## config.mk

```make
export PLATFORM = sky130hd
export DESIGN_NAME = spi_eeprom_status_read
export DESIGN_NICKNAME = d
export VERILOG_FILES = /design/src/hdl/eeprom_status_pkg.sv /design/src/hdl/spi_eeprom_status_read.sv
export VERILOG_INCLUDE_DIRS = /design/src /design/src/hdl
export SDC_FILE = /design/constraint.sdc
export NUM_CORES = 1
export LEC_CHECK = 0
export BUFFER_PORTS_ARGS = -buffer_cell sky130_fd_sc_hd__buf_2
export CORE_ASPECT_RATIO = 0.75
export CORE_UTILIZATION = 40
export DETAILED_ROUTE_END_ITERATION = 16
export PLACE_DENSITY_LB_ADDON = 0.08
export SYNTH_ARGS = -nofsm -noshare
export SYNTH_HDL_FRONTEND = slang
export SYNTH_SLANG_ARGS = --single-unit
```

## constraint.sdc

```tcl
create_clock -name clk -period 2.3 [get_ports clk]
set_clock_uncertainty 0.05 [all_clocks]
set_input_delay 0.345 -clock clk [delete_from_list [all_inputs] [get_ports clk]]
set_output_delay 0.345 -clock clk [all_outputs]
set_load 0.01 [all_outputs]
```

## src/hdl/eeprom_status_regs.svh

```systemverilog
`ifndef EEPROM_STATUS_REGS_SVH
`define EEPROM_STATUS_REGS_SVH
// ****************
// Command codes and field positions
// ****************
`define CMD_STATUS_READ 8'h05
`define CMD_WRITE_ENABLE 8'h06
`define CMD_WRITE_DISABLE 8'h04
`define BIT_LOCK 7
`define SHIFT_HI 6
`define CNT_STEP 3'h1
`define BIT_WEL 1
`define BIT_WIP 0
`define RSV_SMALL 4'hF
`define RSV_LARGE 3'h0
`define BITS_LAST 3'h7
`define BITS_ZERO 3'h0
`define BYTE_ZERO 8'h00
`endif

```

## src/hdl/eeprom_status_pkg.sv

```systemverilog
`default_nettype none
package eeprom_status_pkg;
  // Serial frame phase
  typedef enum logic [1:0] {PH_CMD, PH_STATUS, PH_IGNORE} phase_t;
  // Status fields coming from the rest of the device
  typedef struct packed {
    logic [1:0] protect_field;
    logic status_write_lock;
    logic write_in_progress;
  } status_src_t;
endpackage : eeprom_status_pkg
`default_nettype wire

```

## src/hdl/spi_eeprom_status_read.sv

```systemverilog
`include "eeprom_status_regs.svh"
`default_nettype none
// ****************
// Status-read slave of a serial EEPROM
// ****************
// The host owns sck and cs_b; this block oversamples both on clk, so each
// sck phase must last at least one clk period or an edge is lost.
// Only the status-read path lives here. The two latch commands are decoded
// as well, because the latch is one bit of the returned status byte.
module spi_eeprom_status_read #(
  // Density select: 1 for parts above 4 Kbit, 0 for 4 Kbit and below
  parameter bit LARGE_PART = 1'b1
) (
  // Clock and reset
  input wire logic clk,
  input wire logic rst_b,
  // SPI pins, sampled synchronously to clk
  input wire logic cs_b,
  input wire logic sck,
  input wire logic mosi,
  output logic miso,
  output logic miso_oe,
  // Device state
  input wire eeprom_status_pkg::status_src_t status_src,
  output logic write_enable_latch
);

  // ****************
  // Command decoding
  // ****************
  // Each compare is used in one place only, but is still written as a function here

  // Status-read command
  function automatic logic is_status_read(input logic [7:0] code);
    return code == `CMD_STATUS_READ;
  endfunction : is_status_read

  // Write-enable command
  function automatic logic is_write_enable(input logic [7:0] code);
    return code == `CMD_WRITE_ENABLE;
  endfunction : is_write_enable

  // Write-disable command
  function automatic logic is_write_disable(input logic [7:0] code);
    return code == `CMD_WRITE_DISABLE;
  endfunction : is_write_disable

  // ****************
  // State and next values
  // ****************
  // Registered state
  logic sck_q_ff;
  logic [2:0] bit_cnt_ff;
  logic [7:0] shift_ff;
  logic [7:0] out_ff;
  eeprom_status_pkg::phase_t phase_ff;
  // Next values, one per register
  logic nxt_sck_q;
  logic [2:0] nxt_bit_cnt;
  logic [7:0] nxt_shift;
  logic [7:0] nxt_out;
  eeprom_status_pkg::phase_t nxt_phase;
  logic nxt_wel;
  logic nxt_miso;
  logic nxt_miso_oe;

  // ****************
  // Serial clock edge detection
  // ****************
  // Edges count only inside a frame, so stray sck toggles while the part
  // is deselected cannot shift anything in or out
  wire logic sck_rise;
  wire logic sck_fall;
  assign sck_rise = sck & ~sck_q_ff & ~cs_b;
  assign sck_fall = ~sck & sck_q_ff & ~cs_b;
  assign nxt_sck_q = sck; // Idle level of sck in mode 0 is low, as after reset

  // ****************
  // Command byte assembly
  // ****************
  // The byte under assembly includes the bit arriving on this rise, so a
  // complete command is visible in the same cycle as its eighth edge
  wire logic [7:0] cmd_byte;
  wire logic byte_done;
  wire logic cmd_phase;
  wire logic cmd_done;
  wire logic cmd_is_read;
  assign cmd_byte = {shift_ff[`SHIFT_HI:0], mosi};
  assign byte_done = sck_rise & (bit_cnt_ff == `BITS_LAST);
  assign cmd_phase = (phase_ff == eeprom_status_pkg::PH_CMD);
  assign cmd_done = byte_done & cmd_phase;
  assign cmd_is_read = is_status_read(cmd_byte);

  // Bit counter and input shifter; a partial byte is dropped at deselect
  always_comb begin
    nxt_bit_cnt = bit_cnt_ff;
    nxt_shift = shift_ff;
    if (cs_b) begin
      nxt_bit_cnt = `BITS_ZERO;
    end else if (sck_rise) begin
      nxt_bit_cnt = bit_cnt_ff + `CNT_STEP; // Wraps after eight bits on purpose
      nxt_shift = cmd_byte;
    end
  end

  // ****************
  // Frame sequencing
  // ****************
  // One command per frame: after the status byte, further clocks are ignored
  // until chip select goes high again
  always_comb begin
    nxt_phase = phase_ff;
    if (cs_b) begin
      nxt_phase = eeprom_status_pkg::PH_CMD;
    end else if (byte_done) begin
      unique case (phase_ff)
        eeprom_status_pkg::PH_CMD: begin
          nxt_phase = cmd_is_read ? eeprom_status_pkg::PH_STATUS : eeprom_status_pkg::PH_IGNORE;
        end
        eeprom_status_pkg::PH_STATUS: begin
          nxt_phase = eeprom_status_pkg::PH_IGNORE;
        end
        eeprom_status_pkg::PH_IGNORE: begin
          nxt_phase = eeprom_status_pkg::PH_IGNORE;
        end
        default: begin
          // The unused fourth code falls back to a harmless state
          nxt_phase = eeprom_status_pkg::PH_IGNORE;
        end
      endcase
    end
  end

  // ****************
  // Status assembly
  // ****************
  // Reserved bits differ by density; they are fixed by parameter because a
  // given part never changes density at run time
  wire logic [7:0] status_large;
  wire logic [7:0] status_small;
  wire logic [7:0] status_byte;
  assign status_large = {
    status_src.status_write_lock,
    `RSV_LARGE,
    status_src.protect_field,
    write_enable_latch,
    status_src.write_in_progress
  };
  assign status_small = {
    `RSV_SMALL,
    status_src.protect_field,
    write_enable_latch,
    status_src.write_in_progress
  };
  assign status_byte = LARGE_PART ? status_large : status_small;

  // ****************
  // Write-enable latch
  // ****************
  // Latch changes only once a whole command byte is in; a cut frame leaves it alone
  always_comb begin
    nxt_wel = write_enable_latch;
    if (cmd_done && is_write_enable(cmd_byte)) begin
      nxt_wel = 1'b1;
    end else if (cmd_done && is_write_disable(cmd_byte)) begin
      nxt_wel = 1'b0;
    end
  end

  // ****************
  // Serial output
  // ****************
  // Status is snapshotted at the end of the command so the byte cannot tear
  // if a field changes mid-transfer; later bits move on sck falls, MSB first
  wire logic load_status;
  wire logic shift_status;
  wire logic status_phase;
  assign status_phase = (phase_ff == eeprom_status_pkg::PH_STATUS);
  assign load_status = cmd_done & cmd_is_read;
  assign shift_status = sck_fall & status_phase & (bit_cnt_ff != `BITS_ZERO);

  // Output next values; the first fall after the command keeps bit seven
  always_comb begin
    nxt_out = out_ff;
    nxt_miso = miso;
    nxt_miso_oe = miso_oe;
    if (cs_b) begin
      nxt_miso = 1'b0;
      nxt_miso_oe = 1'b0;
    end else if (load_status) begin
      nxt_out = {status_byte[`SHIFT_HI:0], 1'b0};
      nxt_miso = status_byte[`BIT_LOCK];
      nxt_miso_oe = 1'b1;
    end else if (shift_status) begin
      nxt_miso = out_ff[`BIT_LOCK];
      nxt_out = {out_ff[`SHIFT_HI:0], 1'b0};
    end else if (phase_ff == eeprom_status_pkg::PH_IGNORE) begin
      nxt_miso_oe = 1'b0;
    end
  end

  // ****************
  // Registers
  // ****************
  // Edge detector history
  always_ff @(posedge clk or negedge rst_b) begin
    if (!rst_b) begin
      sck_q_ff <= 1'b0;
    end else begin
      sck_q_ff <= nxt_sck_q;
    end
  end

  // Input side of the frame
  always_ff @(posedge clk or negedge rst_b) begin
    if (!rst_b) begin
      bit_cnt_ff <= `BITS_ZERO;
      shift_ff <= `BYTE_ZERO;
    end else begin
      bit_cnt_ff <= nxt_bit_cnt;
      shift_ff <= nxt_shift;
    end
  end

  // Frame phase
  always_ff @(posedge clk or negedge rst_b) begin
    if (!rst_b) begin
      phase_ff <= eeprom_status_pkg::PH_CMD;
    end else begin
      phase_ff <= nxt_phase;
    end
  end

  // Write-enable latch, cleared by reset
  always_ff @(posedge clk or negedge rst_b) begin
    if (!rst_b) begin
      write_enable_latch <= 1'b0;
    end else begin
      write_enable_latch <= nxt_wel;
    end
  end

  // Output shifter and pin drivers; the pin is quiet during reset
  always_ff @(posedge clk or negedge rst_b) begin
    if (!rst_b) begin
      out_ff <= `BYTE_ZERO;
      miso <= 1'b0;
      miso_oe <= 1'b0;
    end else begin
      out_ff <= nxt_out;
      miso <= nxt_miso;
      miso_oe <= nxt_miso_oe;
    end
  end
endmodule : spi_eeprom_status_read
`default_nettype wire

```

* Word-level counts from Yosys, hierarchy flattened
Index checks and enable logic that the tools add are counted.
** Word-level totals
- Bits in registers :: 24
- Latch bits :: 0
- Bits in writable memories :: 0
- Memory bits (read-only) :: 0
- Input port bits :: 9
- Logic and storage cells :: 58
- Memories :: 0
** Operators by class
- $add $sub $neg :: 1
- Multipliers :: 0
- Divide/modulo/power cells :: 0
- $lt $le $gt $ge :: 0
- Equality and inequality tests :: 7
- Shift-type cells :: 0
- Mux-type cells :: 17
- Bitwise operators :: 12
- Reduce and logical (&&, ||, !) cells :: 13
** Operators by type and width (number)
- $eq A8 B3 Y1 const B :: 3
- $mux W8 :: 2
- $and A1 B1 Y1 :: 9
- $mux W1 :: 9
- $reduce_bool A3 Y1 :: 3
- $mux W2 :: 4
- $reduce_bool A2 Y1 :: 4
- $mux W3 :: 2
- $reduce_and A2 Y1 :: 3
- $add A3 B1 Y3 const B :: 1
- $eq A3 B3 Y1 const B :: 1
- $ne A3 B3 Y1 const B :: 1
- $not A1 Y1 :: 3
- $eq A2 B1 Y1 const B :: 1
- $eq A2 B2 Y1 const B :: 1
- $logic_and A1 B1 Y1 :: 2
- $logic_not A2 Y1 :: 1

* Logic depth before layout (Yosys ltp)
- Depth after elaboration :: 8
- Gate-level depth with buffers :: 7
- Depth with buffers taken out :: 6

* Worst setup path before layout
Ideal clock, no wire load.
- Path type :: reg-to-reg
- From :: reg bit_cnt_ff[0]
- To :: reg write_enable_latch
- Library setup time :: 0.125 ns
- Data arrival time :: 1.385 ns
- Setup slack :: 0.741 ns
- Cell stages (with the launch flop) :: 6
- Clock period less this slack :: 1.559 ns
- Path through :: dfrtp_1 ha_1 ha_1 and3b_1 nand4_1 mux2_2
** Between the ends
- Cells in the longest elaborated chain, start to end :: 5
** RTL lines
- from (decl) :: line spi_eeprom_status_read.sv:53 : logic [2:0] bit_cnt_ff;
- from (signal assigned) :: line spi_eeprom_status_read.sv:217 : bit_cnt_ff <= `BITS_ZERO;
- from (signal assigned) :: line spi_eeprom_status_read.sv:220 : bit_cnt_ff <= nxt_bit_cnt;
- $eq A3 B3 Y1 (no line) *
- $and A1 B1 Y1 * :: line spi_eeprom_status_read.sv:89 : assign byte_done = sck_rise & (bit_cnt_ff == `BITS_LAST);
- $and A1 B1 Y1 * :: line spi_eeprom_status_read.sv:91 : assign cmd_done = byte_done & cmd_phase;
- $logic_and A1 B1 Y1, on equally long branches :: line spi_eeprom_status_read.sv:163, spi_eeprom_status_read.sv:165
- $mux W1 or $reduce_bool A2 Y1 (tied branches)
- to (signal assigned) :: line spi_eeprom_status_read.sv:239 : write_enable_latch <= nxt_wel;
- to (decl) :: line spi_eeprom_status_read.sv:25 : output logic write_enable_latch
Mark *: on every way between the ends. The rest lies on a longest branch, timed or not.
A chain may end at the register's enable or synchronous reset.

* Final worst setup path
- From :: reg bit_cnt_ff[0]
- To :: reg miso
** Between the ends
- Cells in the longest elaborated chain, start to end :: 6
** RTL lines
- $eq A3 B3 Y1 (no line)
- $and A1 B1 Y1 :: line spi_eeprom_status_read.sv:89
- $and A1 B1 Y1 :: line spi_eeprom_status_read.sv:91
- $and A1 B1 Y1 :: line spi_eeprom_status_read.sv:179 : assign load_status = cmd_done & cmd_is_read;
- $mux W1 :: line spi_eeprom_status_read.sv:190 : end else if (load_status) begin
- $mux W1 :: line spi_eeprom_status_read.sv:187 : if (cs_b) begin
- to (signal assigned) :: line spi_eeprom_status_read.sv:251 : miso <= nxt_miso;
- to (decl) :: line spi_eeprom_status_read.sv:21 : output logic miso,
Parallel ways exist; a longest one is shown, timed or not.

==> results.md <==
- Status: complete, but fails checks
- Failing checks: negative hold slack
- Root Driver: clkbuf_8
- Routed WL per cell: 12.3 um
- RSZ-0062 raised after global routing: false
- Rel. slew slack: 0.657
- Achievable Freq: 0.606 GHz
- Via count: 694
- Worst-path fanout max: 16
- YS warnings: 0
- Data required, critical path: 2.45 ns
- Fin Hold WS: -0.00343 ns
- CTS resizes: 0
- Synth cell types: 27
- Die W: 62.8 um
- Gate Count Post-Synth: 93
- CP bufs+invs: 0
- Layout fillers: 244
- Max VDD drop: 0.452 mV
- R2R cell count: 6
- Crit path capture type: flip-flop
- Total power: 0.897 mW
- Pint: 0.660 mW
- Die Ht: 47.6 um
- Syn-to-layout area delta: 10.7%
- Worst path most repeated cell: ha_1
- FF+latch count, synth: 23
- CP Launch Type: flip-flop
- Max-slew violations: 0
- NumNets Final: 119
- Crit path DAT: 1.79 ns
- Layout cell share with drive strength beyond 1: 0.274
- Setup violations, final: 0
- Syn Area/Cell: 11.9 um^2
- Postcts setup bufs: 0
- P_sw: 0.237 mW
- Final wirelength: 1750 um
- Sequential area share after synthesis: 0.520
- Setup_tns: 0 ns
- CP peak stage delay: 0.39 ns
- Drt drc: 0
- DRT iter0 DRCs: 30
- Total track usage: 0.134
- Commonest cells after routing, fill and taps aside: dfrtp_1, buf_2, nand2_1, mux2_2, nor2_1
- Gr ovfl total: 0
- CP delay by family, top: simple AND/OR/NAND/NOR gates
- Syn_nets: 105
- First-pass GRT wire length: 2900 um
- Clock latency on the worst-skew pair: 0.26 ns
- Sw Ratio: 0.264
- H-tree depth: 1
- Maxcap violations: 0
- Worst-path clk slew: 0.08 ns
- Cell chain of the critical path: ha_1 > ha_1 > and3b_1 > nand4_4 > or2_0 > o21ai_1
- Crit path kind: reg -> reg
- Worst r2r dst: miso
- Clk sinks: 23
- Post-route ant nets: 0
- CTS Buf Count: 3
- IO Count: 12
- PwrDens: 731 nW/um^2
- Detail Placement HPWL: 1260 um
- Diode count: 0
- Clock share of power: 0.276
- Mapped Area: 1110 um^2
- Leading cell type in the layout, fill and taps excluded: dfrtp_1
- Gpl congestion: 0.674
- Largest net degree at the start of global routing: 24
- Vias in the first global route: 630
- Vias per cell: 4.89
- Min-Delay Path Class: in -> async
- Core area: 2620 um^2
- Flop-to-flop setup slack: 0.65 ns
- Max stage delay cell, worst path: dfrtp_1
- PortBufs: 11
- Worst slew pin tran: 0.515 ns
- Sequential power share: 0.582
- Initial antenna violation count: 0
- Leakage power: 0.616 nW
- Initial core utilization: 0.422
- CTS tree: done
- Initial DRT Pass Iterations: 4
- Rows: 16
- Clock Tree Buf Depth: 2
- Comb pwr share: 0.143
- R2r startpoint: bit_cnt_ff[0]
- Hold-fix buffers, CTS: 0
- DIE AREA: 2980 um^2
- Fin. Hold Viols: 17
- Fin crit share: 0.717
- Clock period minus worst slack: 1.65 ns
[cell type report]
type	instances	area [um^2]	share of cell area
Sequential cell	23	576	0.469
Inverter	4	15.0	0.0122
Multi-Input combinational cell	63	483	0.394
Tap cell	36	45.0	0.0367
Clock buffer	4	45.0	0.0367
Timing Repair Buffer	12	62.6	0.0510
[worst max-delay path by stage]
stage,start,to,slack (ns),depth (start not counted)
floorplan,bit_cnt_ff[0],write_enable_latch,0.74,5
global route,bit_cnt_ff[0],miso,0.49,6
detailed placement,bit_cnt_ff[0],miso,0.65,6
global placement,cs_b,write_enable_latch,0.70,5
finish,bit_cnt_ff[0],miso,0.65,6
CTS,bit_cnt_ff[0],miso,0.62,6
[synth_stat cells]
cell type	number	area, um^2
buf_6	3	33.8
nand2_1	10	37.5
and3b_1	1	8.76
o21ai_2	1	8.76
nor2b_1	1	6.26
and4_1	1	8.76
nand4_4	1	21.3
xnor2_1	1	8.76
nor3_1	1	5.00
inv_1	4	15.0
dfrtp_1	23	576
o21ai_1	1	5.00
mux2_2	8	90.1
nor4_4	1	21.3
a21boi_0	1	7.51
nand3_1	4	20.0
nor2_1	8	30.0
a21oi_1	4	20.0
nand2b_1	4	25.0
nor2b_2	1	8.76
nor3b_2	1	12.5
nand4_1	2	12.5
or2_0	1	6.26
nand3b_1	1	7.51
nor4b_4	1	23.8
ha_1	3	37.5
mux2i_1	5	50.1
[power by group through the flow]
stage,registers [mW],clock network [mW],logic (mW)
2_1_floorplan,0.517,0,0.102
3_3_place_gp,0.532,0,0.128
3_5_place_dp,0.531,0,0.131
4_1_cts,0.523,0.260,0.131
5_1_grt,0.532,0.273,0.143
6_report,0.522,0.247,0.128
[through the flow]
| stage | hold WS, ns | instance area (um^2) | util | setup slack (ns) | instances |
|---|---|---|---|---|---|
| after floorplan | -0.000591 | 1110 | - | 0.741 | 93 |
| after CTS | 0.0117 | 1230 | 0.468 | 0.623 | 142 |
| after global routing | 0.0328 | 1230 | 0.468 | 0.485 | 142 |
| final | -0.00343 | 1230 | 0.468 | 0.651 | 142 |
| after global placement | 0.300 | 1180 | 0.450 | 0.700 | 138 |
| after detailed placement | 0.302 | 1180 | 0.450 | 0.653 | 138 |
[flip-flops by register name (all words and copies together), names as in the netlist]
name,cells
out_ff,7
shift_ff,7
bit_cnt_ff,3
phase_ff,2
miso,1
miso_oe,1
sck_q_ff,1
write_enable_latch,1
[per-layer routing]
layer	vias up	part of all wire	GRT usage
met2	15	0.41	0.207
met4	0	0	0.0279
met5	-	0	0
met1	336	0.53	0.179
met3	0	0.059	0.0548
li1	343	-	-
[kinds of logic after synthesis]
kind of cell	count (synthesis)	synth area share
AO/OA/AOI/OAI	7	0.0373
XOR/XNOR	1	0.00791
adder cells (fa/ha/maj)	3	0.0339
buffers and inverters	7	0.0441
flip-flops	23	0.520
multiplexers	13	0.127
AND/OR/NAND/NOR	39	0.231
Note: power is estimated with default switching activity, not from simulation.
